[src/cx_pkg.sv]
// Constants, register map and types of the move, logic and return execution unit
package cx_pkg;
  localparam int unsigned AW = 12;
  localparam logic [AW-1:0] OFS_INSTR = 12'h000;
  localparam logic [AW-1:0] OFS_WORK = 12'h004;
  localparam logic [AW-1:0] OFS_STATUS = 12'h008;
  localparam logic [AW-1:0] OFS_PC = 12'h00C;
  localparam logic [AW-1:0] OFS_STACK_TOP = 12'h010;
  // File words sit at 0x200 + 4*f
  localparam logic [2:0] FILE_PAGE = 3'h1;
  localparam int unsigned FILE_DEPTH = 128;
  localparam int unsigned FADDR_W = 7;
  localparam int unsigned PC_W = 13;
  localparam int unsigned INSTR_W = 20;
  localparam int unsigned ST_Z_BIT = 0;
  localparam int unsigned ST_C_BIT = 1;
  localparam int unsigned ST_GIE_BIT = 2;
  localparam int unsigned ST_BUSY_BIT = 3;
  localparam logic [7:0] WORK_RESET = 8'h00;
  localparam logic [PC_W-1:0] PC_RESET = 13'h0000;
  localparam logic [PC_W-1:0] PC_STEP = 13'h0001;
  localparam logic [7:0] ONE_BYTE = 8'h01;
  localparam logic [7:0] ZERO_BYTE = 8'h00;
  localparam logic DEST_WORK = 1'b0;
  // Instruction cycle is four core clocks
  localparam int unsigned CLK_PERIOD_NS = 8;
  localparam int unsigned INSTR_CYCLE_NS = 32;
  localparam int unsigned CLKS_PER_CYCLE = (INSTR_CYCLE_NS + CLK_PERIOD_NS - 1) / CLK_PERIOD_NS;
  localparam logic [1:0] DIV_LAST = 2'(CLKS_PER_CYCLE - 1);
  localparam logic [1:0] DIV_ZERO = 2'h0;
  localparam logic [1:0] CYC_ONE = 2'h1;
  localparam logic [1:0] CYC_TWO = 2'h2;
  localparam logic [3:0] OP_NOP = 4'h0;
  localparam logic [3:0] OP_INCREMENT_FILE = 4'h1;
  localparam logic [3:0] OP_OR_WORKING_WITH_FILE = 4'h2;
  localparam logic [3:0] OP_MOVE_FILE = 4'h3;
  localparam logic [3:0] OP_LOAD_LITERAL_WORKING = 4'h4;
  localparam logic [3:0] OP_STORE_WORKING_TO_FILE = 4'h5;
  localparam logic [3:0] OP_RETURN_FROM_INTERRUPT = 4'h6;
  localparam logic [3:0] OP_RETURN_WITH_LITERAL = 4'h7;
  localparam logic [3:0] OP_ROTATE_LEFT_CARRY = 4'h8;
  localparam logic [3:0] OP_LAST = 4'h8;
  typedef struct packed {
    logic [3:0] op;
    logic dest;
    logic [FADDR_W-1:0] faddr;
    logic [7:0] lit;
  } instr_type;
  typedef enum logic [1:0] {ST_IDLE = 2'b01, ST_EXEC = 2'b10} state_type;
endpackage

[src/cpu_move_logic_return_ops.sv]
// Execution unit for increment, OR, moves, literal load, rotate, no-op and returns
`timescale 1ns/100ps
module cpu_move_logic_return_ops (
  input wire logic pclk,
  input wire logic presetn,
  input wire logic psel,
  input wire logic penable,
  input wire logic pwrite,
  input wire logic [cx_pkg::AW-1:0] paddr,
  input wire logic [31:0] pwdata,
  output logic [31:0] prdata,
  output logic pready,
  output logic pslverr,
  output logic global_interrupt_enable
);
  cx_pkg::state_type state_r, state_nxt;
  cx_pkg::instr_type instr_r, instr_nxt, wr_instr;
  logic [1:0] div_r, div_nxt;
  logic [1:0] left_r, left_nxt;
  logic [7:0] w_r, w_nxt;
  logic z_r, z_nxt;
  logic c_r, c_nxt;
  logic gie_r, gie_nxt;
  logic [cx_pkg::PC_W-1:0] pc_r, pc_nxt;
  logic [cx_pkg::PC_W-1:0] stack_top_r, stack_top_nxt;
  logic [31:0] prdata_r, prdata_nxt;
  logic err_r, err_nxt;
  logic [7:0] file_mem [cx_pkg::FILE_DEPTH];
  logic mem_we;
  logic [cx_pkg::FADDR_W-1:0] mem_addr;
  logic [7:0] mem_wdata;
  logic [7:0] fval;
  logic [7:0] res;
  logic busy, tick, commit;
  logic setup, access, wr_ok, file_hit;

  assign busy = (state_r == cx_pkg::ST_EXEC);
  assign tick = busy && (div_r == cx_pkg::DIV_LAST);
  assign commit = tick && (left_r == cx_pkg::CYC_ONE);
  assign fval = file_mem[instr_r.faddr];
  assign wr_instr = cx_pkg::instr_type'(pwdata[cx_pkg::INSTR_W-1:0]);
  assign setup = psel && !penable;
  assign access = psel && penable;
  assign wr_ok = access && pwrite && !err_r;
  assign file_hit = (paddr[11:9] == cx_pkg::FILE_PAGE);
  assign pready = access;
  assign pslverr = access && err_r;
  assign prdata = prdata_r;
  assign global_interrupt_enable = gie_r;

  // Sequencer: one write to the instruction register runs one instruction
  always_comb begin
    state_nxt = state_r;
    instr_nxt = instr_r;
    div_nxt = div_r;
    left_nxt = left_r;
    if (!busy) begin
      div_nxt = cx_pkg::DIV_ZERO;
      if (wr_ok && paddr == cx_pkg::OFS_INSTR) begin
        state_nxt = cx_pkg::ST_EXEC;
        instr_nxt = wr_instr;
        if (wr_instr.op == cx_pkg::OP_RETURN_WITH_LITERAL ||
            wr_instr.op == cx_pkg::OP_RETURN_FROM_INTERRUPT) begin
          left_nxt = cx_pkg::CYC_TWO;
        end else begin
          left_nxt = cx_pkg::CYC_ONE;
        end
      end
    end else begin
      div_nxt = div_r + 2'h1;
      if (tick) begin
        left_nxt = left_r - 2'h1;
        if (commit) begin
          state_nxt = cx_pkg::ST_IDLE;
        end
      end
    end
  end

  always_ff @(posedge pclk or negedge presetn) begin
    if (!presetn) begin
      state_r <= cx_pkg::ST_IDLE;
      instr_r <= '0;
      div_r <= cx_pkg::DIV_ZERO;
      left_r <= 2'h0;
    end else begin
      state_r <= state_nxt;
      instr_r <= instr_nxt;
      div_r <= div_nxt;
      left_r <= left_nxt;
    end
  end

  // Datapath and architectural state
  always_comb begin
    w_nxt = w_r;
    z_nxt = z_r;
    c_nxt = c_r;
    gie_nxt = gie_r;
    pc_nxt = pc_r;
    stack_top_nxt = stack_top_r;
    mem_we = 1'b0;
    mem_addr = instr_r.faddr;
    res = fval;
    case (instr_r.op)
      cx_pkg::OP_INCREMENT_FILE: res = fval + cx_pkg::ONE_BYTE;
      cx_pkg::OP_OR_WORKING_WITH_FILE: res = fval | w_r;
      cx_pkg::OP_ROTATE_LEFT_CARRY: res = {fval[6:0], c_r};
      cx_pkg::OP_STORE_WORKING_TO_FILE: res = w_r;
      cx_pkg::OP_LOAD_LITERAL_WORKING: res = instr_r.lit;
      cx_pkg::OP_RETURN_WITH_LITERAL: res = instr_r.lit;
      default: res = fval;
    endcase
    mem_wdata = res;
    if (commit) begin
      pc_nxt = pc_r + cx_pkg::PC_STEP;
      case (instr_r.op)
        cx_pkg::OP_INCREMENT_FILE, cx_pkg::OP_OR_WORKING_WITH_FILE,
        cx_pkg::OP_MOVE_FILE: begin
          z_nxt = (res == cx_pkg::ZERO_BYTE);
          if (instr_r.dest == cx_pkg::DEST_WORK) begin
            w_nxt = res;
          end else begin
            mem_we = 1'b1;
          end
        end
        cx_pkg::OP_ROTATE_LEFT_CARRY: begin
          c_nxt = fval[7];
          if (instr_r.dest == cx_pkg::DEST_WORK) begin
            w_nxt = res;
          end else begin
            mem_we = 1'b1;
          end
        end
        cx_pkg::OP_LOAD_LITERAL_WORKING: w_nxt = res;
        cx_pkg::OP_STORE_WORKING_TO_FILE: mem_we = 1'b1;
        cx_pkg::OP_RETURN_FROM_INTERRUPT: begin
          pc_nxt = stack_top_r;
          gie_nxt = 1'b1;
        end
        cx_pkg::OP_RETURN_WITH_LITERAL: begin
          w_nxt = res;
          pc_nxt = stack_top_r;
        end
        default: pc_nxt = pc_r + cx_pkg::PC_STEP;
      endcase
    end else if (wr_ok) begin
      // Only reachable while idle: busy writes were refused at setup
      if (file_hit) begin
        mem_we = 1'b1;
        mem_addr = paddr[8:2];
        mem_wdata = pwdata[7:0];
      end
      case (paddr)
        cx_pkg::OFS_WORK: w_nxt = pwdata[7:0];
        cx_pkg::OFS_STATUS: begin
          z_nxt = pwdata[cx_pkg::ST_Z_BIT];
          c_nxt = pwdata[cx_pkg::ST_C_BIT];
          gie_nxt = pwdata[cx_pkg::ST_GIE_BIT];
        end
        cx_pkg::OFS_PC: pc_nxt = pwdata[cx_pkg::PC_W-1:0];
        cx_pkg::OFS_STACK_TOP: stack_top_nxt = pwdata[cx_pkg::PC_W-1:0];
        default: w_nxt = w_r;
      endcase
    end
  end

  always_ff @(posedge pclk or negedge presetn) begin
    if (!presetn) begin
      w_r <= cx_pkg::WORK_RESET;
      z_r <= 1'b0;
      c_r <= 1'b0;
      gie_r <= 1'b0;
      pc_r <= cx_pkg::PC_RESET;
      stack_top_r <= cx_pkg::PC_RESET;
    end else begin
      w_r <= w_nxt;
      z_r <= z_nxt;
      c_r <= c_nxt;
      gie_r <= gie_nxt;
      pc_r <= pc_nxt;
      stack_top_r <= stack_top_nxt;
    end
  end

  // File array has no reset; contents are software's to set up
  always_ff @(posedge pclk) begin
    if (mem_we) begin
      file_mem[mem_addr] <= mem_wdata;
    end
  end

  // Bus slave: decode at setup so read data comes from a flop
  always_comb begin
    prdata_nxt = prdata_r;
    err_nxt = err_r;
    if (setup) begin
      err_nxt = 1'b0;
      prdata_nxt = 32'h0000_0000;
      if (file_hit) begin
        prdata_nxt[7:0] = file_mem[paddr[8:2]];
        err_nxt = (paddr[1:0] != 2'h0) || (pwrite && busy);
      end else begin
        case (paddr)
          cx_pkg::OFS_INSTR: begin
            prdata_nxt[cx_pkg::INSTR_W-1:0] = instr_r;
            err_nxt = pwrite && (busy || wr_instr.op > cx_pkg::OP_LAST);
          end
          cx_pkg::OFS_WORK: begin
            prdata_nxt[7:0] = w_r;
            err_nxt = pwrite && busy;
          end
          cx_pkg::OFS_STATUS: begin
            prdata_nxt[cx_pkg::ST_Z_BIT] = z_r;
            prdata_nxt[cx_pkg::ST_C_BIT] = c_r;
            prdata_nxt[cx_pkg::ST_GIE_BIT] = gie_r;
            prdata_nxt[cx_pkg::ST_BUSY_BIT] = busy;
            err_nxt = pwrite && busy;
          end
          cx_pkg::OFS_PC: begin
            prdata_nxt[cx_pkg::PC_W-1:0] = pc_r;
            err_nxt = pwrite && busy;
          end
          cx_pkg::OFS_STACK_TOP: begin
            prdata_nxt[cx_pkg::PC_W-1:0] = stack_top_r;
            err_nxt = pwrite && busy;
          end
          default: err_nxt = 1'b1;
        endcase
      end
    end
  end

  always_ff @(posedge pclk or negedge presetn) begin
    if (!presetn) begin
      prdata_r <= 32'h0000_0000;
      err_r <= 1'b0;
    end else begin
      prdata_r <= prdata_nxt;
      err_r <= err_nxt;
    end
  end

  logic start;
  assign start = !busy && wr_ok && paddr == cx_pkg::OFS_INSTR;
endmodule

[config.mk]
export PLATFORM = sky130hd
export DESIGN_NAME = cpu_move_logic_return_ops
export DESIGN_NICKNAME = d
export VERILOG_FILES = /design/src/cx_pkg.sv /design/src/cpu_move_logic_return_ops.sv
export SDC_FILE = /design/constraint.sdc
export NUM_CORES = 2
export LEC_CHECK = 0
export BUFFER_PORTS_ARGS = -buffer_cell sky130_fd_sc_hd__buf_4
export CORE_MARGIN = 4
export CORE_UTILIZATION = 60
export DETAILED_ROUTE_END_ITERATION = 10
export GPL_TIMING_DRIVEN = 0
export PLACE_DENSITY = 0.76
export REMOVE_ABC_BUFFERS = 1
export SLEW_MARGIN = 20
export SYNTH_ARGS = -nofsm -noshare
export SYNTH_HDL_FRONTEND = slang
export SYNTH_SLANG_ARGS = --single-unit
[constraint.sdc]
create_clock -name pclk -period 20.8 [get_ports pclk]
set_clock_uncertainty 0.05 [all_clocks]
set_input_delay 0 -clock pclk [delete_from_list [all_inputs] [get_ports pclk]]
set_output_delay 0 -clock pclk [all_outputs]
set_load 0.1 [all_outputs]
==> out/results.ini <==
[yosys]
synth-async-reset-ratio_pct=7.581
synth_top_family_by_area=multiplexers
avgSynthCellArea_um2=17.65
ys_ff_latch=1108
ys_seq_area_share_pct=60.84
synth-compound-area-share_pct=4.868
yosys.area_share.adder_pct=0.09269
synthCells=3059
ys_top_cells_by_area=edfxtp_1 (57%), mux4_2 (20%), dfrtp_1 (3.8%)
synth_area_um2=54000
synth_ff_type=edfxtp_1
synthMuxAreaShare_pct=26.50
synth_top_cell_by_area=edfxtp_1
yosysWarningCount=0
synth_top_area_share_pct=56.95
yosysUniqueCellTypes=101
synth_simple_gate_area_share_pct=4.669
synth_edf_count=1024
synth-xor-area-share_pct=0.2109

[clock_network]
clock_sinks=1108
worstSkewPairLatency_ns=0.71
cts_max_level=3
root_buffer=clkbuf_16
tritoncts=built
cts_resized=0
clk_pin_slew_worst_paths_ns=0.06
cts_hold_buffers=30
cts_buffers=112
postCtsSetupRepairBufs=0
clk_path_buf_depth=3

[die]
start_util_pct=60.82
fp-row-count=109
die_h_um=308.0
dieWidth_um=308.0
coreArea_um2=88780
die-area_um2=94860
ios=84

[pwr]
peakVddDrop_uv=67.18
p_total_mw=4.626
seqPwrFrac_pct=51.9
power_density_nw_per_um2=76.60
power.leakage_nw=18.99
pwr-share-comb_pct=4.8
p_int_mw=3.630
swShare_pct=21.52
clock_power_share_pct=43.3
switching_power_mw=0.9957

[flow_run]
maxCapViolations=0

[critical_path]
timing.rr.start=instr_r[10]
crit_required_ns=21.17
crit_path_start_kind=flop
critical-path-max-stage-delay_ns=0.78
cpMostUsedCell=buf_16
crit_path_top_delay_cell=a2111oi_1
rr_worst_depth=17
crit_chain=buf_16, inv_4, buf_12, nor2_1, a2111oi_1, nor4_1, a32oi_1, ha_1, inv_1, or3_4, nor4_4, a21oi_1, o32ai_2, o21ai_4, buf_16, buf_16, buf_16
worstPathMaxFanout=46
r2r_end=file_mem[26][6]
end_kind=flop
arrival_ns=6.95
r2r_setup_slack_ns=14.21
critPathKind=reg -> reg

[timing]
period_share_pct=31.67
finalHoldViolCount=0
slew_headroom_pct=13.38
fin_ws_ns=14.21
setup_viol=0
slew_violations=0
max_clock_freq_mhz=151.8
worstMarginPinSlew_ns=1.296
min_period_ns=6.587
rsz0062_at_grt=no

[route]
wire_per_inst_um=38.76
vias_per_cell=7.684
drt_iter0_drc=5783
vias=33460
first_pass_iters=9
antenna_left=0
remaining_drc_errors=0
wl_um=168800

[placement]
dp_slack_ns=14.43
port-buffer-count=59
place_congestion=0.9535
dp_hpwl_um=111400

[hold_path]
hp-start=pwdata[13]
holdPathStages=3
min_to=instr_r[13]
hp-class=in -> reg

[layout]
drive_gt1_share_pct=28.87
layout_commonest_cell=edfxtp_1
nets=3151
area_growth_syn_to_layout_pct=11.84
layout_common_cells=edfxtp_1 (1024), mux4_2 (488), mux2i_1 (180)

[grt]
grt_max_degree=85
antenna_found_initial=3
grt.total_usage_pct=35.99
grt_pass1_vias=33700
grt_pass1_wl_um=242800
gr-total-overflow=0

[status]
status=completed

## cell type report
| cell class | instances | area [µm²] |
|---|---|---|
| clock inverter | 60 | 615.6 |
| antenna | 3 | 7.507 |
| timing repair buffer | 161 | 2502 |
| inverter | 12 | 48.80 |
| fill | 5438 | 28390 |
| tap | 1165 | 1458 |
| multi-input combinational | 1703 | 19920 |
| sequential | 1108 | 32880 |
| clock buffer | 143 | 2962 |
## synthesized netlist by cell type, drive strengths merged (7+ instances only)
cell type / n
edfxtp: 1024
mux4: 520
nor2: 192
mux2i: 180
nand2: 147
clkbuf: 124
buf: 122
dfrtp: 83
o21ai: 78
nand3: 62
mux2: 60
a21oi: 59
a22oi: 42
a211oi: 28
o22ai: 23
nor2b: 19
o211ai: 18
a31oi: 17
nand2b: 17
nor3: 14
and2: 13
a221oi: 12
and3: 12
inv: 11
nand3b: 11
nand4: 10
o21a: 10
xor2: 10
nor4: 9
o31ai: 9
a2111oi: 7
a221o: 7
o221ai: 7
## worst max-delay path: cells and delay by family (launching register included)
kind | cells | cell delay [ns]
compound gates | 5 | 2.31
fa+ha+maj | 1 | 0.28
buf+inv | 7 | 1.78
flops | 1 | 0.71
simple gates | 4 | 1.00
## layer usage
metal	vias to the layer above	wire length, µm	GRT usage (%)
li1	12920	-	-
met1	16930	55910	47.53
met2	3000	76400	54.37
met3	606	24510	10.69
met4	2	11980	20.27
met5	-	13	0
## state kept, by name, indices dropped and copies added (netlist names)
| register | count |
|---|---|
| file_mem | 1024 |
| instr_r | 20 |
| prdata | 20 |
| pc_r | 13 |
| stack_top_r | 13 |
| w_r | 8 |
| div_r | 2 |
| left_r | 2 |
| state_r | 2 |
| c_r | 1 |
| err_r | 1 |
| global_interrupt_enable | 1 |
| z_r | 1 |
## through the flow
stage          cell area, µm²  util [%]  setup TNS [ns]  hold WS (ns)  instances
2_1_floorplan           52560         -               0       -0.3456       2823
3_3_place_gp            54460     61.35        -8993.59        0.1790       4047
3_5_place_dp            56440     63.57               0        0.1908       4118
4_1_cts                 60320     67.94               0       0.01905       4351
5_1_grt                 60380     68.01               0       0.05903       4352
6_report                60390     68.02               0       0.04290       4355
## power by group through the flow
stage	sequential [mW]	combinational (mW)	clock, mW
after global placement	2.45	0.217	0
final	2.40	0.220	2.00
after detailed placement	2.45	0.209	0
after CTS	2.40	0.215	2.00
after floorplan	2.46	0.0964	0
after global routing	2.40	0.225	2.11
## cell families (layout without fill, tap and decap cells)
family	Yosys count	count (layout)
other cells	1	15
mux	760	760
flops	1108	1108
simple gates	537	537
xor+xnor	13	13
fa+ha+maj	4	4
compound gates	377	377
buf+inv	259	376
## how the worst max path moves through the flow
| stage | start | end | slack (ns) | cells after the start |
|---|---|---|---|---|
| floorplan | instr_r[8] | file_mem[0][6] | 0.20 | 12 |
| global placement | instr_r[8] | file_mem[22][7] | -11.38 | 9 |
| detailed placement | instr_r[8] | file_mem[26][6] | 14.43 | 16 |
| CTS | instr_r[8] | file_mem[28][6] | 14.37 | 16 |
| global route | instr_r[8] | file_mem[25][1] | 14.19 | 18 |
| finish | instr_r[10] | file_mem[26][6] | 14.21 | 17 |
Note: power is estimated with default switching activity, not from simulation.
